`src/ddrps_params.svh`:
```
// Register offsets, field positions, reset values and counts of the strobe capture block
`ifndef DDRPS_PARAMS_SVH
`define DDRPS_PARAMS_SVH

`define DDRPS_ADR_CTRL      8'h00
`define DDRPS_ADR_PHASE     8'h04
`define DDRPS_ADR_BANK      8'h08
`define DDRPS_ADR_STAT      8'h0C

`define DDRPS_CTRL_CE_BIT   0
`define DDRPS_CTRL_TMODE    2:1
`define DDRPS_CTRL_BMODE    4:3
`define DDRPS_PHASE_TOP     8:0
`define DDRPS_PHASE_BOT     24:16
`define DDRPS_BANK_TOP      3:0
`define DDRPS_BANK_BOT      11:8

`define DDRPS_CTRL_RST      32'h0000_0001
`define DDRPS_PHASE_RST     32'h0048_005A
`define DDRPS_BANK_RST      32'h0000_0703

`define DDRPS_LANES         20
`define DDRPS_SIDE_LANES    10
`define DDRPS_DQ_W          8
`define DDRPS_TAPS          32
`define DDRPS_TAP_W         5
`define DDRPS_PER_W         8
`define DDRPS_DEG_W         9
`define DDRPS_DEG_FULL      17'h0_0168
`define DDRPS_TAP_MAX       17'h0_001F
`define DDRPS_LOCK_EDGES    9'h004
`define DDRPS_SETTLE_CYC    9'h100

`endif

```
`src/ddrps_pkg.sv`:
```
// Types shared by the strobe capture block
package ddrps_pkg;
   // Gray-coded along the bus-width order
   typedef enum logic [1:0] {
      DDRPS_X8  = 2'b00,
      DDRPS_X16 = 2'b01,
      DDRPS_X32 = 2'b11
   } ddrps_mode_t;

   // Gray-coded along idle, measure, locked
   typedef enum logic [1:0] {
      DDRPS_ST_IDLE = 2'b00,
      DDRPS_ST_MEAS = 2'b01,
      DDRPS_ST_LOCK = 2'b11
   } ddrps_state_t;
endpackage : ddrps_pkg
```
`src/ddrps_capture.sv`:
```
// DDR read strobe delay, local strobe bus, DQ capture and output registers
//
// Behaviour
// - Output registers load with enable, else hold.
// - Output clock enable resets high.
// - Each strobe passes a tuned delay line.
// - Delayed strobes form bus clocking DQ capture.
// - Separate top and bottom reference circuits.
// - One phase shift per side, sides differ.
// - Delay setting settles within 256 cycles.
// - Strobe serves 8, 16 or 32 bits.
// - Phase shift only in banks 3,4,7,8.
// - Side bank ignores strobe, uses reference.
// - Opposite-edge capture, high bit latched.
// - Output enable moves only on falling edge.
//
// Added by the designer: the address map and the Wishbone interface to the registers.
`include "ddrps_params.svh"
module ddrps_capture (
   input  wire logic                                   clk_i,
   input  wire logic                                   rst_i,
   input  wire logic                                   wb_cyc_i,
   input  wire logic                                   wb_stb_i,
   input  wire logic                                   wb_we_i,
   input  wire logic [7:0]                             wb_adr_i,
   input  wire logic [3:0]                             wb_sel_i,
   input  wire logic [31:0]                            wb_dat_i,
   output logic      [31:0]                            wb_dat_o,
   output logic                                        wb_ack_o,
   input  wire logic                                   ref_top_clk_i,
   input  wire logic                                   ref_bot_clk_i,
   input  wire logic [`DDRPS_LANES-1:0]                dqs_i,
   input  wire logic [`DDRPS_LANES*`DDRPS_DQ_W-1:0]    dq_i,
   output logic      [`DDRPS_LANES*`DDRPS_DQ_W-1:0]    rd_rise_o,
   output logic      [`DDRPS_LANES*`DDRPS_DQ_W-1:0]    rd_fall_o,
   output logic      [`DDRPS_LANES-1:0]                rd_valid_o,
   input  wire logic [`DDRPS_DQ_W-1:0]                 dout_a_i,
   input  wire logic [`DDRPS_DQ_W-1:0]                 dout_b_i,
   input  wire logic                                   oe_i,
   output logic      [`DDRPS_DQ_W-1:0]                 dq_o,
   output logic                                        dq_oe_o
);
   localparam int NL = `DDRPS_LANES;
   localparam int SL = `DDRPS_SIDE_LANES;
   localparam int DW = `DDRPS_DQ_W;

   logic [31:0]               ctrl_ff, phase_ff, bank_ff, dat_ff;
   logic                      ack_ff;
   logic [NL-1:0]             dqs_s1_ff, dqs_s2_ff;
   logic [NL*DW-1:0]          dq_s1_ff, dq_s2_ff;
   logic [`DDRPS_TAPS-1:0]    line_ff [NL];
   logic [NL-1:0]             dstb_raw, dstb_bus, dstb_d_ff;
   logic [NL*DW-1:0]          hi_ff, rise_ff, fall_ff;
   logic [NL-1:0]             valid_ff;
   logic [DW-1:0]             out_a_ff, out_b_ff, dq_out_ff;
   logic                      oe_ff;
   logic [`DDRPS_TAP_W-1:0]   taps [2];
   logic [1:0]                settled, ref_lvl, ref_rise, ref_fall, cap_ok;
   ddrps_pkg::ddrps_mode_t    mode [2];
   logic [3:0]                bank [2];
   wire                       bus_req, wr_stb, out_ce;
   wire  [31:0]               wmask, rd_mux;

   ////////////////////////////////////////////////////////////////////////////
   // Wishbone slave: one wait state, unmapped reads give zero
   assign bus_req = wb_cyc_i & wb_stb_i & ~ack_ff;
   assign wr_stb  = wb_cyc_i & wb_stb_i & wb_we_i & ack_ff; // Lands at the edge ack is seen
   assign wmask   = {{8{wb_sel_i[3]}}, {8{wb_sel_i[2]}}, {8{wb_sel_i[1]}}, {8{wb_sel_i[0]}}};
   assign rd_mux  = (wb_adr_i == `DDRPS_ADR_CTRL)  ? ctrl_ff  :
                    (wb_adr_i == `DDRPS_ADR_PHASE) ? phase_ff :
                    (wb_adr_i == `DDRPS_ADR_BANK)  ? bank_ff  :
                    (wb_adr_i == `DDRPS_ADR_STAT)  ? {8'h00, 3'h0, taps[1], 3'h0, taps[0],
                                                      6'h00, settled} :
                                                     32'h0000_0000;

   always_ff @(posedge clk_i) begin
      if (rst_i) begin
         ack_ff <= 1'b0;
         dat_ff <= 32'h0000_0000;
      end else begin
         ack_ff <= bus_req;
         if (bus_req) dat_ff <= rd_mux;
      end
   end
   assign wb_ack_o = ack_ff;
   assign wb_dat_o = dat_ff;

   // Control registers; byte lanes honoured
   always_ff @(posedge clk_i) begin
      if (rst_i) begin
         ctrl_ff  <= `DDRPS_CTRL_RST;
         phase_ff <= `DDRPS_PHASE_RST;
         bank_ff  <= `DDRPS_BANK_RST;
      end else if (wr_stb) begin
         if (wb_adr_i == `DDRPS_ADR_CTRL)  ctrl_ff  <= (ctrl_ff & ~wmask) | (wb_dat_i & wmask);
         if (wb_adr_i == `DDRPS_ADR_PHASE) phase_ff <= (phase_ff & ~wmask) | (wb_dat_i & wmask);
         if (wb_adr_i == `DDRPS_ADR_BANK)  bank_ff  <= (bank_ff & ~wmask) | (wb_dat_i & wmask);
      end
   end

   // Field decode per side; 2'b10 is not a width and falls back to x8
   assign out_ce  = ctrl_ff[`DDRPS_CTRL_CE_BIT];
   assign mode[0] = (ctrl_ff[`DDRPS_CTRL_TMODE] == 2'b10) ? ddrps_pkg::DDRPS_X8 :
                    ddrps_pkg::ddrps_mode_t'(ctrl_ff[`DDRPS_CTRL_TMODE]);
   assign mode[1] = (ctrl_ff[`DDRPS_CTRL_BMODE] == 2'b10) ? ddrps_pkg::DDRPS_X8 :
                    ddrps_pkg::ddrps_mode_t'(ctrl_ff[`DDRPS_CTRL_BMODE]);
   assign bank[0] = bank_ff[`DDRPS_BANK_TOP];
   assign bank[1] = bank_ff[`DDRPS_BANK_BOT];

   ////////////////////////////////////////////////////////////////////////////
   // One reference circuit per side, each with its own phase
   ddrps_phase_ref u_ref_top (
      .clk_i       (clk_i),
      .rst_i       (rst_i),
      .ref_clk_i   (ref_top_clk_i),
      .phase_deg_i (phase_ff[`DDRPS_PHASE_TOP]),
      .taps_o      (taps[0]),
      .settled_o   (settled[0]),
      .ref_lvl_o   (ref_lvl[0]),
      .ref_rise_o  (ref_rise[0]),
      .ref_fall_o  (ref_fall[0])
   );
   ddrps_phase_ref u_ref_bot (
      .clk_i       (clk_i),
      .rst_i       (rst_i),
      .ref_clk_i   (ref_bot_clk_i),
      .phase_deg_i (phase_ff[`DDRPS_PHASE_BOT]),
      .taps_o      (taps[1]),
      .settled_o   (settled[1]),
      .ref_lvl_o   (ref_lvl[1]),
      .ref_rise_o  (ref_rise[1]),
      .ref_fall_o  (ref_fall[1])
   );

   // Only the top and bottom banks own phase-shift hardware
   assign cap_ok[0] = (bank[0] == 4'h3) || (bank[0] == 4'h4);
   assign cap_ok[1] = (bank[1] == 4'h7) || (bank[1] == 4'h8);

   ////////////////////////////////////////////////////////////////////////////
   // Pins are foreign: two flops before any use
   always_ff @(posedge clk_i) begin
      dqs_s1_ff <= dqs_i;
      dqs_s2_ff <= dqs_s1_ff;
      dq_s1_ff  <= dq_i;
      dq_s2_ff  <= dq_s1_ff;
   end

   // Per lane: delay line, strobe bus, DDR capture pair
   for (genvar i = 0; i < NL; i++) begin : g_lane
      localparam int SD  = i / SL;
      localparam int OFS = i % SL;
      localparam int B16 = i - OFS + (OFS & ~1);
      localparam int B32 = i - OFS + (OFS & ~3);
      wire src_x16 = dstb_raw[B16];
      wire src_x32 = dstb_raw[B32];
      wire sel_stb = (mode[SD] == ddrps_pkg::DDRPS_X32) ? src_x32 :
                     (mode[SD] == ddrps_pkg::DDRPS_X16) ? src_x16 : dstb_raw[i];
      wire s_rise  = dstb_bus[i] & ~dstb_d_ff[i];
      wire s_fall  = ~dstb_bus[i] & dstb_d_ff[i];

      // Tap picks the strobe edge into the middle of the data eye
      always_ff @(posedge clk_i) begin
         line_ff[i] <= {line_ff[i][`DDRPS_TAPS-2:0], dqs_s2_ff[i]};
      end
      assign dstb_raw[i] = line_ff[i][taps[SD]];
      // Side banks ignore the read strobe and capture on the reference
      assign dstb_bus[i] = cap_ok[SD] ? sel_stb : ref_lvl[SD];

      always_ff @(posedge clk_i) begin
         if (rst_i) begin
            dstb_d_ff[i]      <= 1'b0;
            hi_ff[i*DW+:DW]   <= '0;
            rise_ff[i*DW+:DW] <= '0;
            fall_ff[i*DW+:DW] <= '0;
            valid_ff[i]       <= 1'b0;
         end else begin
            dstb_d_ff[i] <= dstb_bus[i];
            if (s_rise) hi_ff[i*DW+:DW] <= dq_s2_ff[i*DW+:DW];
            if (s_fall) begin
               rise_ff[i*DW+:DW] <= hi_ff[i*DW+:DW];
               fall_ff[i*DW+:DW] <= dq_s2_ff[i*DW+:DW];
            end
            valid_ff[i] <= s_fall & settled[SD];
         end
      end
   end
   assign rd_rise_o  = rise_ff;
   assign rd_fall_o  = fall_ff;
   assign rd_valid_o = valid_ff;

   ////////////////////////////////////////////////////////////////////////////
   // Output registers; enable low freezes them
   always_ff @(posedge clk_i) begin
      if (rst_i) begin
         out_a_ff <= '0;
         out_b_ff <= '0;
      end else if (out_ce) begin
         out_a_ff <= dout_a_i;
         out_b_ff <= dout_b_i;
      end
   end

   // Output enable waits for the falling reference edge to meet memory timing
   always_ff @(posedge clk_i) begin
      if (rst_i) begin
         oe_ff     <= 1'b0;
         dq_out_ff <= '0;
      end else begin
         if (ref_fall[0]) oe_ff <= oe_i;
         dq_out_ff <= ref_lvl[0] ? out_a_ff : out_b_ff;
      end
   end
   assign dq_o    = dq_out_ff;
   assign dq_oe_o = oe_ff;

   ////////////////////////////////////////////////////////////////////////////
   // Checks
   a_ce_hold: assert property (@(posedge clk_i) disable iff (rst_i)
      !out_ce |=> $stable(out_a_ff) && $stable(out_b_ff))
      else $error("output register changed with enable low");
   a_ce_load: assert property (@(posedge clk_i) disable iff (rst_i)
      out_ce |=> out_a_ff == $past(dout_a_i) && out_b_ff == $past(dout_b_i))
      else $error("output register missed a load with enable high");
   a_ce_reset: assert property (@(posedge clk_i)
      rst_i |=> out_ce)
      else $error("output clock enable not high after reset");
   a_delay_tap: assert property (@(posedge clk_i) disable iff (rst_i)
      taps[0] == 5'h00 |-> dstb_raw[0] == $past(dqs_s2_ff[0]))
      else $error("strobe delay line tap zero wrong");
   a_bus_source: assert property (@(posedge clk_i) disable iff (rst_i)
      cap_ok[0] && mode[0] == ddrps_pkg::DDRPS_X8 |-> dstb_bus[1] == dstb_raw[1])
      else $error("strobe bus not fed from its delayed strobe");
   a_x32_share: assert property (@(posedge clk_i) disable iff (rst_i)
      cap_ok[1] && mode[1] == ddrps_pkg::DDRPS_X32 |-> dstb_bus[13] == dstb_raw[10])
      else $error("x32 group not clocked by its leading strobe");
   a_side_ignore: assert property (@(posedge clk_i) disable iff (rst_i)
      !cap_ok[0] |-> dstb_bus[0] == ref_lvl[0])
      else $error("strobe used on a bank without phase shift");
   a_pair_fall: assert property (@(posedge clk_i) disable iff (rst_i)
      rd_valid_o[0] |-> $past(dstb_d_ff[0]) && !$past(dstb_bus[0])
                        && rd_rise_o[7:0] == $past(hi_ff[7:0]))
      else $error("capture pair not presented on strobe fall");
   a_valid_settled: assert property (@(posedge clk_i) disable iff (rst_i)
      rd_valid_o[10] |-> $past(settled[1]))
      else $error("read capture valid before settle");
   a_oe_fall: assert property (@(posedge clk_i) disable iff (rst_i)
      !ref_fall[0] |=> $stable(oe_ff))
      else $error("output enable moved off the falling edge");
   a_same_taps: assert property (@(posedge clk_i) disable iff (rst_i)
      cap_ok[0] && mode[0] == ddrps_pkg::DDRPS_X8 |-> dstb_bus[9] == line_ff[9][taps[0]])
      else $error("lane did not use its side delay setting");
   a_ack_drop: assert property (@(posedge clk_i) disable iff (rst_i)
      wb_ack_o |=> !wb_ack_o)
      else $error("bus acknowledge longer than one cycle");

   c_capture: cover property (@(posedge clk_i) disable iff (rst_i) rd_valid_o[0]);
   c_x16_bot: cover property (@(posedge clk_i) disable iff (rst_i)
      mode[1] == ddrps_pkg::DDRPS_X16 && rd_valid_o[11]);
   c_oe_on:   cover property (@(posedge clk_i) disable iff (rst_i) $rose(dq_oe_o));
   c_fallback: cover property (@(posedge clk_i) disable iff (rst_i) !cap_ok[0] && rd_valid_o[0]);
endmodule : ddrps_capture

```
`src/ddrps_phase_ref.sv`:
```
// Phase reference circuit: measures one side's reference clock and sets its delay taps
`include "ddrps_params.svh"
module ddrps_phase_ref (
   input  wire logic                     clk_i,
   input  wire logic                     rst_i,
   input  wire logic                     ref_clk_i,
   input  wire logic [`DDRPS_DEG_W-1:0]  phase_deg_i,
   output logic      [`DDRPS_TAP_W-1:0]  taps_o,
   output logic                          settled_o,
   output logic                          ref_lvl_o,
   output logic                          ref_rise_o,
   output logic                          ref_fall_o
);
   logic                     sync1_ff, sync2_ff, sync3_ff;
   logic [`DDRPS_PER_W-1:0]  per_ff;
   logic [`DDRPS_TAP_W-1:0]  taps_ff;
   logic [2:0]               edges_ff;
   logic [8:0]               seen_ff;
   ddrps_pkg::ddrps_state_t  st_ff, nxt_st;
   logic [16:0]              prod, quot;
   logic [`DDRPS_TAP_W-1:0]  nxt_taps;

   // Reference clock is foreign: two flops, then the edge tap
   always_ff @(posedge clk_i) begin
      sync1_ff <= ref_clk_i;
      sync2_ff <= sync1_ff;
      sync3_ff <= sync2_ff;
   end
   assign ref_lvl_o  = sync2_ff;
   assign ref_rise_o = sync2_ff & ~sync3_ff;
   assign ref_fall_o = ~sync2_ff & sync3_ff;

   // Taps = period * degrees / 360, clamped to the line length
   assign prod     = 17'(per_ff) * 17'(phase_deg_i);
   assign quot     = prod / `DDRPS_DEG_FULL;
   assign nxt_taps = (quot > `DDRPS_TAP_MAX) ? `DDRPS_TAP_W'(`DDRPS_TAP_MAX)
                                             : quot[`DDRPS_TAP_W-1:0];

   // Period counter saturates so a stopped clock cannot wrap
   always_ff @(posedge clk_i) begin
      if (rst_i || ref_rise_o) begin
         per_ff <= `DDRPS_PER_W'(1);
      end else if (per_ff != '1) begin
         per_ff <= per_ff + `DDRPS_PER_W'(1);
      end
   end

   // Search state: lock after a few whole periods
   always_comb begin
      nxt_st = st_ff;
      unique case (st_ff)
         ddrps_pkg::DDRPS_ST_IDLE: if (ref_rise_o) nxt_st = ddrps_pkg::DDRPS_ST_MEAS;
         ddrps_pkg::DDRPS_ST_MEAS: if (ref_rise_o && 9'(edges_ff) >= `DDRPS_LOCK_EDGES)
                                      nxt_st = ddrps_pkg::DDRPS_ST_LOCK;
         ddrps_pkg::DDRPS_ST_LOCK: nxt_st = st_ff;
         default:                  nxt_st = ddrps_pkg::DDRPS_ST_IDLE;
      endcase
   end

   always_ff @(posedge clk_i) begin
      if (rst_i) begin
         st_ff    <= ddrps_pkg::DDRPS_ST_IDLE;
         edges_ff <= 3'h0;
         taps_ff  <= '0;
      end else begin
         st_ff <= nxt_st;
         if (ref_rise_o && edges_ff != 3'h7) edges_ff <= edges_ff + 3'h1;
         // New setting lands on every reference rising edge once out of idle, for every lane of the side
         if (ref_rise_o && st_ff != ddrps_pkg::DDRPS_ST_IDLE) taps_ff <= nxt_taps;
      end
   end
   assign taps_o    = taps_ff;
   assign settled_o = (st_ff == ddrps_pkg::DDRPS_ST_LOCK);

   ////////////////////////////////////////////////////////////////////////////
   // Checks
   always_ff @(posedge clk_i) begin
      if (rst_i) seen_ff <= 9'h000;
      else if (ref_rise_o && seen_ff != 9'h1FF) seen_ff <= seen_ff + 9'h001;
   end

   a_settle_bound: assert property (@(posedge clk_i) disable iff (rst_i)
      seen_ff >= `DDRPS_SETTLE_CYC |-> settled_o)
      else $error("phase reference not settled within 256 reference cycles");
   a_taps_on_edge: assert property (@(posedge clk_i) disable iff (rst_i)
      !ref_rise_o |=> $stable(taps_o))
      else $error("delay taps changed away from a reference edge");
   c_locked: cover property (@(posedge clk_i) disable iff (rst_i) $rose(settled_o));
endmodule : ddrps_phase_ref

```
`config.mk`:
```
export PLATFORM = sky130hd
export DESIGN_NAME = ddrps_capture
export DESIGN_NICKNAME = d
export VERILOG_FILES = /design/src/ddrps_pkg.sv /design/src/ddrps_capture.sv /design/src/ddrps_phase_ref.sv
export VERILOG_INCLUDE_DIRS = /design/src
export SDC_FILE = /design/constraint.sdc
export NUM_CORES = 2
export LEC_CHECK = 0
export ABC_CLOCK_PERIOD_IN_PS = 9400
export BUFFER_PORTS_ARGS = -buffer_cell sky130_fd_sc_hd__buf_2
export CAP_MARGIN = 20
export CELL_PAD_IN_SITES_DETAIL_PLACEMENT = 1
export CELL_PAD_IN_SITES_GLOBAL_PLACEMENT = 2
export CORE_MARGIN = 5
export CORE_UTILIZATION = 37
export CTS_BUF_LIST = sky130_fd_sc_hd__clkbuf_4
export DETAILED_ROUTE_END_ITERATION = 6
export PLACE_DENSITY = 0.85
export SYNTH_ARGS = -nofsm -noshare
export SYNTH_HDL_FRONTEND = slang
export SYNTH_SLANG_ARGS = --single-unit
```
`constraint.sdc`:
```
create_clock -name clk_i -period 9.4 [get_ports clk_i]
set_clock_uncertainty 0.05 [all_clocks]
set_input_delay 1.41 -clock clk_i [delete_from_list [all_inputs] [get_ports clk_i]]
set_output_delay 1.41 -clock clk_i [all_outputs]
set_load 0.005 [all_outputs]
```
==> impl_metrics.json <==
{
  "outcome": "completed",
  "postSynthAreaPerCell_um2": 11.6,
  "cp_data_required_time_ns": 10.40,
  "placeableCoreArea_um2": 163000,
  "setup_viol_count_final": 0,
  "worst_setup_start_kind": "flip-flop",
  "nets": 7093,
  "ctsLongestPathBuffers": 4,
  "cts_tree": "built",
  "synth_top_cells_by_count": "1716 x sky130_fd_sc_hd__dfxtp_1, 728 x sky130_fd_sc_hd__nor2_1, 554 x sky130_fd_sc_hd__mux2i_1",
  "worstSetupPathType": "reg -> reg",
  "synth_ff_type": "sky130_fd_sc_hd__dfxtp_1",
  "cp_max_fo": 6,
  "fillCellCount": 17700,
  "num_vias": 45100,
  "grt_first_pass_wirelength_mm": 279,
  "cts_htree_levels": 5,
  "final_wirelength_mm": 179,
  "synth_enable_flop_cells": 0,
  "power.density_cell_area_nw_per_um2": 194,
  "arrival_ns": 10.31,
  "tritoncts_num_sinks": 1716,
  "ys_ff_latch": 1716,
  "antenna_found_initial": 18,
  "port_buffers": 629,
  "hold_path_class": "reg -> reg",
  "timing.critical_path.max_delay_family": "simple AND/OR/NAND/NOR gates",
  "grt_overflow": 0,
  "drt.antenna.violating_nets": 0,
  "drive_above_1_share": 0.325,
  "cts_root_buf": "sky130_fd_sc_hd__clkbuf_4",
  "post-place-ws_ns": -0.492,
  "vdd.ir_drop.worst_mv": 0.118,
  "yosysWarningCount": 0,
  "power_leakage_nw": 34.3,
  "wire_per_inst_um": 19.6,
  "yosys.cell_count.top_type": "sky130_fd_sc_hd__dfxtp_1",
  "worst_pin_slew_ns": 1.15,
  "synth-async-reset-ratio": 0,
  "yosysTopAreaCellShare": 0.564,
  "crit_cells": 34,
  "reg2reg_depth": 34,
  "grt_max_degree": 131,
  "floorplan.rows": 148,
  "min_from": "dqs_s1_ff[15]",
  "grt_setup_unrepaired": "true",
  "die_y_um": 416,
  "area_delta_synth_final_pct": 27.0,
  "synth_top_cells_by_area": "sky130_fd_sc_hd__dfxtp_1 56%, sky130_fd_sc_hd__mux2i_1 9.1%, sky130_fd_sc_hd__mux4_2 7.5%",
  "worst_setup_hold_path_clk_slew_ns": 0.07,
  "grt_usage": 0.201,
  "design.portCount": 630,
  "critical-path-max-stage-delay_ns": 0.59,
  "design_power_total_w": 0.0150,
  "worst_setup_path_end_kind": "flip-flop",
  "drtPass1Iterations": 5,
  "regToRegSetupSlack_ns": 0.08,
  "final_design_area_no_fill_um2": 77300,
  "floorplan.initialDensity": 0.373,
  "place_congestion": 0.825,
  "hold_depth": 0,
  "worstReg2RegEnd": "u_ref_bot.taps_o[0]",
  "timing.final.hold_violations": 0,
  "max_slew_margin": 0.227,
  "critical_path.most_common_cell": "sky130_fd_sc_hd__fa_1",
  "post-route-period-util": 0.991,
  "synth_cell_type_count": 122,
  "synth_largest_area_cell": "sky130_fd_sc_hd__dfxtp_1",
  "max_clock_freq_mhz": 107,
  "first_global_vias": 49400,
  "dpl.hpwl_mm": 123,
  "timing.hold.ws_ns": 0.200,
  "cpMaxStageDelayCell": "sky130_fd_sc_hd__or4_4",
  "synth_seq_area_share": 0.564,
  "postSynthCellCount": 5262,
  "drcViolationCount": 0,
  "clock_latency_ns": 1.25,
  "netlist_area_um2": 60900,
  "route.detailed.vias_per_inst": 4.94,
  "dieWidth_um": 416,
  "numCtsBuffers": 439,
  "floorplan.die_area_um2": 173000,
  "final_max_slew_viol_count": 0,
  "worst_case_hold_path_end_point": "dqs_s2_ff[15]",
  "period_needed_ns": 9.32,
  "syn_nets": 5674,
  "post_dp_cell_area_um2": 68700,
  "timing.critical_path.buf_inv": 4,
  "max-cap-violations": 0,
  "worst_setup_margin_ns": 0.0831,
  "drtIter0Drc": 2000
}
cell families (layout without fill, tap and decap cells):
family                   after synthesis  in the layout  synth area share
adder cells (fa/ha/maj)              167            167            0.0446
flip-flops                          1716           1716             0.564
XOR/XNOR                              72             72            0.0104
multiplexers                         779            779             0.171
AND/OR/NAND/NOR                     1503           1503             0.112
other                                  0             15                 0
buffers and inverters                403           2082            0.0256
AO/OA/AOI/OAI                        622            622            0.0726
metal layers:
| layer | GRT usage | routed length (um) |
|---|---|---|
| met1 | 0.233 | 73300 |
| met2 | 0.357 | 92000 |
| met3 | 0.0367 | 6660 |
| met4 | 0.0937 | 7160 |
| met5 | 0 | 0 |
timing repair:
| item | in CTS | in global routing |
|---|---|---|
| hold endpoints to repair | 152 | 0 |
| buffers inserted | 32 | 28 |
| gates resized for setup | 125 | 210 |
| endpoints found under the setup margin | 4 | 5 |
| hold buffers | 152 | 0 |
| pin swaps | 64 | 142 |
cell usage in the layout, fill, tap and decap left out, drive strengths merged, types with 126 or more instances in the layout:
cell | synthesis | layout
a21oi | 181 | 181
and2 | 149 | 149
buf | 47 | 1084
clkbuf | 213 | 628
dfxtp | 1716 | 1716
dlygate4sd3 | 0 | 152
inv | 143 | 148
mux2i | 558 | 558
mux4 | 202 | 202
nand2 | 277 | 277
nand3 | 126 | 126
nor2 | 730 | 730
power breakdown:
| group | switching [W] | leakage (nW) | internal (W) |
|---|---|---|---|
| Clock | 0.00290 | 3.03 | 0.00301 |
| Sequential | 0.000203 | 14.3 | 0.00764 |
| Combinational | 0.000639 | 17.0 | 0.000579 |
| Total | 0.00375 | 34.3 | 0.0112 |
cell type report:
class | count | area (um^2) | area share
Sequential cell | 1716 | 34400 | 0.445
Multi-Input combinational cell | 3143 | 26400 | 0.341
Timing Repair Buffer | 1238 | 8230 | 0.106
Clock buffer | 626 | 4700 | 0.0608
Tap cell | 2175 | 2720 | 0.0352
Inverter | 143 | 537 | 0.00694
Clock inverter | 75 | 300 | 0.00388
Antenna cell | 15 | 37.5 | 0.000485
worst reg2reg max path: cells and delay by family (launching register included):
family	cells	cell delay, ns
AO/OA/AOI/OAI	11	2.32
buffers and inverters	4	0.41
flip-flops	1	0.37
adder cells (fa/ha/maj)	5	2.31
XOR/XNOR	2	0.27
multiplexers	2	0.47
AND/OR/NAND/NOR	10	2.96
worst max path at each step:
| stage | endpoint | slack [ns] |
|---|---|---|
| detailed placement | u_ref_top.taps_o[0] | -0.49 |
| global route | u_ref_bot.taps_o[0] | -0.34 |
| finish | u_ref_bot.taps_o[0] | 0.08 |
| global placement | u_ref_top.taps_o[0] | -0.28 |
| CTS | u_ref_top.taps_o[0] | 0.002 |
| floorplan | u_ref_top.taps_o[0] | -0.01 |
through the flow:
| step | instances | TNS, ns | util |
|---|---|---|---|
| finish | 9131 | 0 | 0.474 |
| global route | 9128 | -0.771 | 0.474 |
| CTS | 9079 | 0 | 0.466 |
| detailed placement | 8194 | -1.47 | 0.421 |
| global placement | 8194 | -0.853 | 0.421 |
| floorplan | 5262 | -0.0147 | - |
sequential cells by signal (all words and copies together) (netlist names), 8 cells and up, named ones only:
register and cells:
rd_valid_o 20, out_a_ff 8, u_ref_top.per_ff 8, line_ff 640
dq_s2_ff 160, dqs_s2_ff 20, dq_s1_ff 160, dq_o 8
rd_rise_o 160, hi_ff 160, dstb_d_ff 20, u_ref_bot.per_ff 8
wb_dat_o 32, dqs_s1_ff 20, out_b_ff 8, rd_fall_o 160
(Power assumes the default switching activity.)
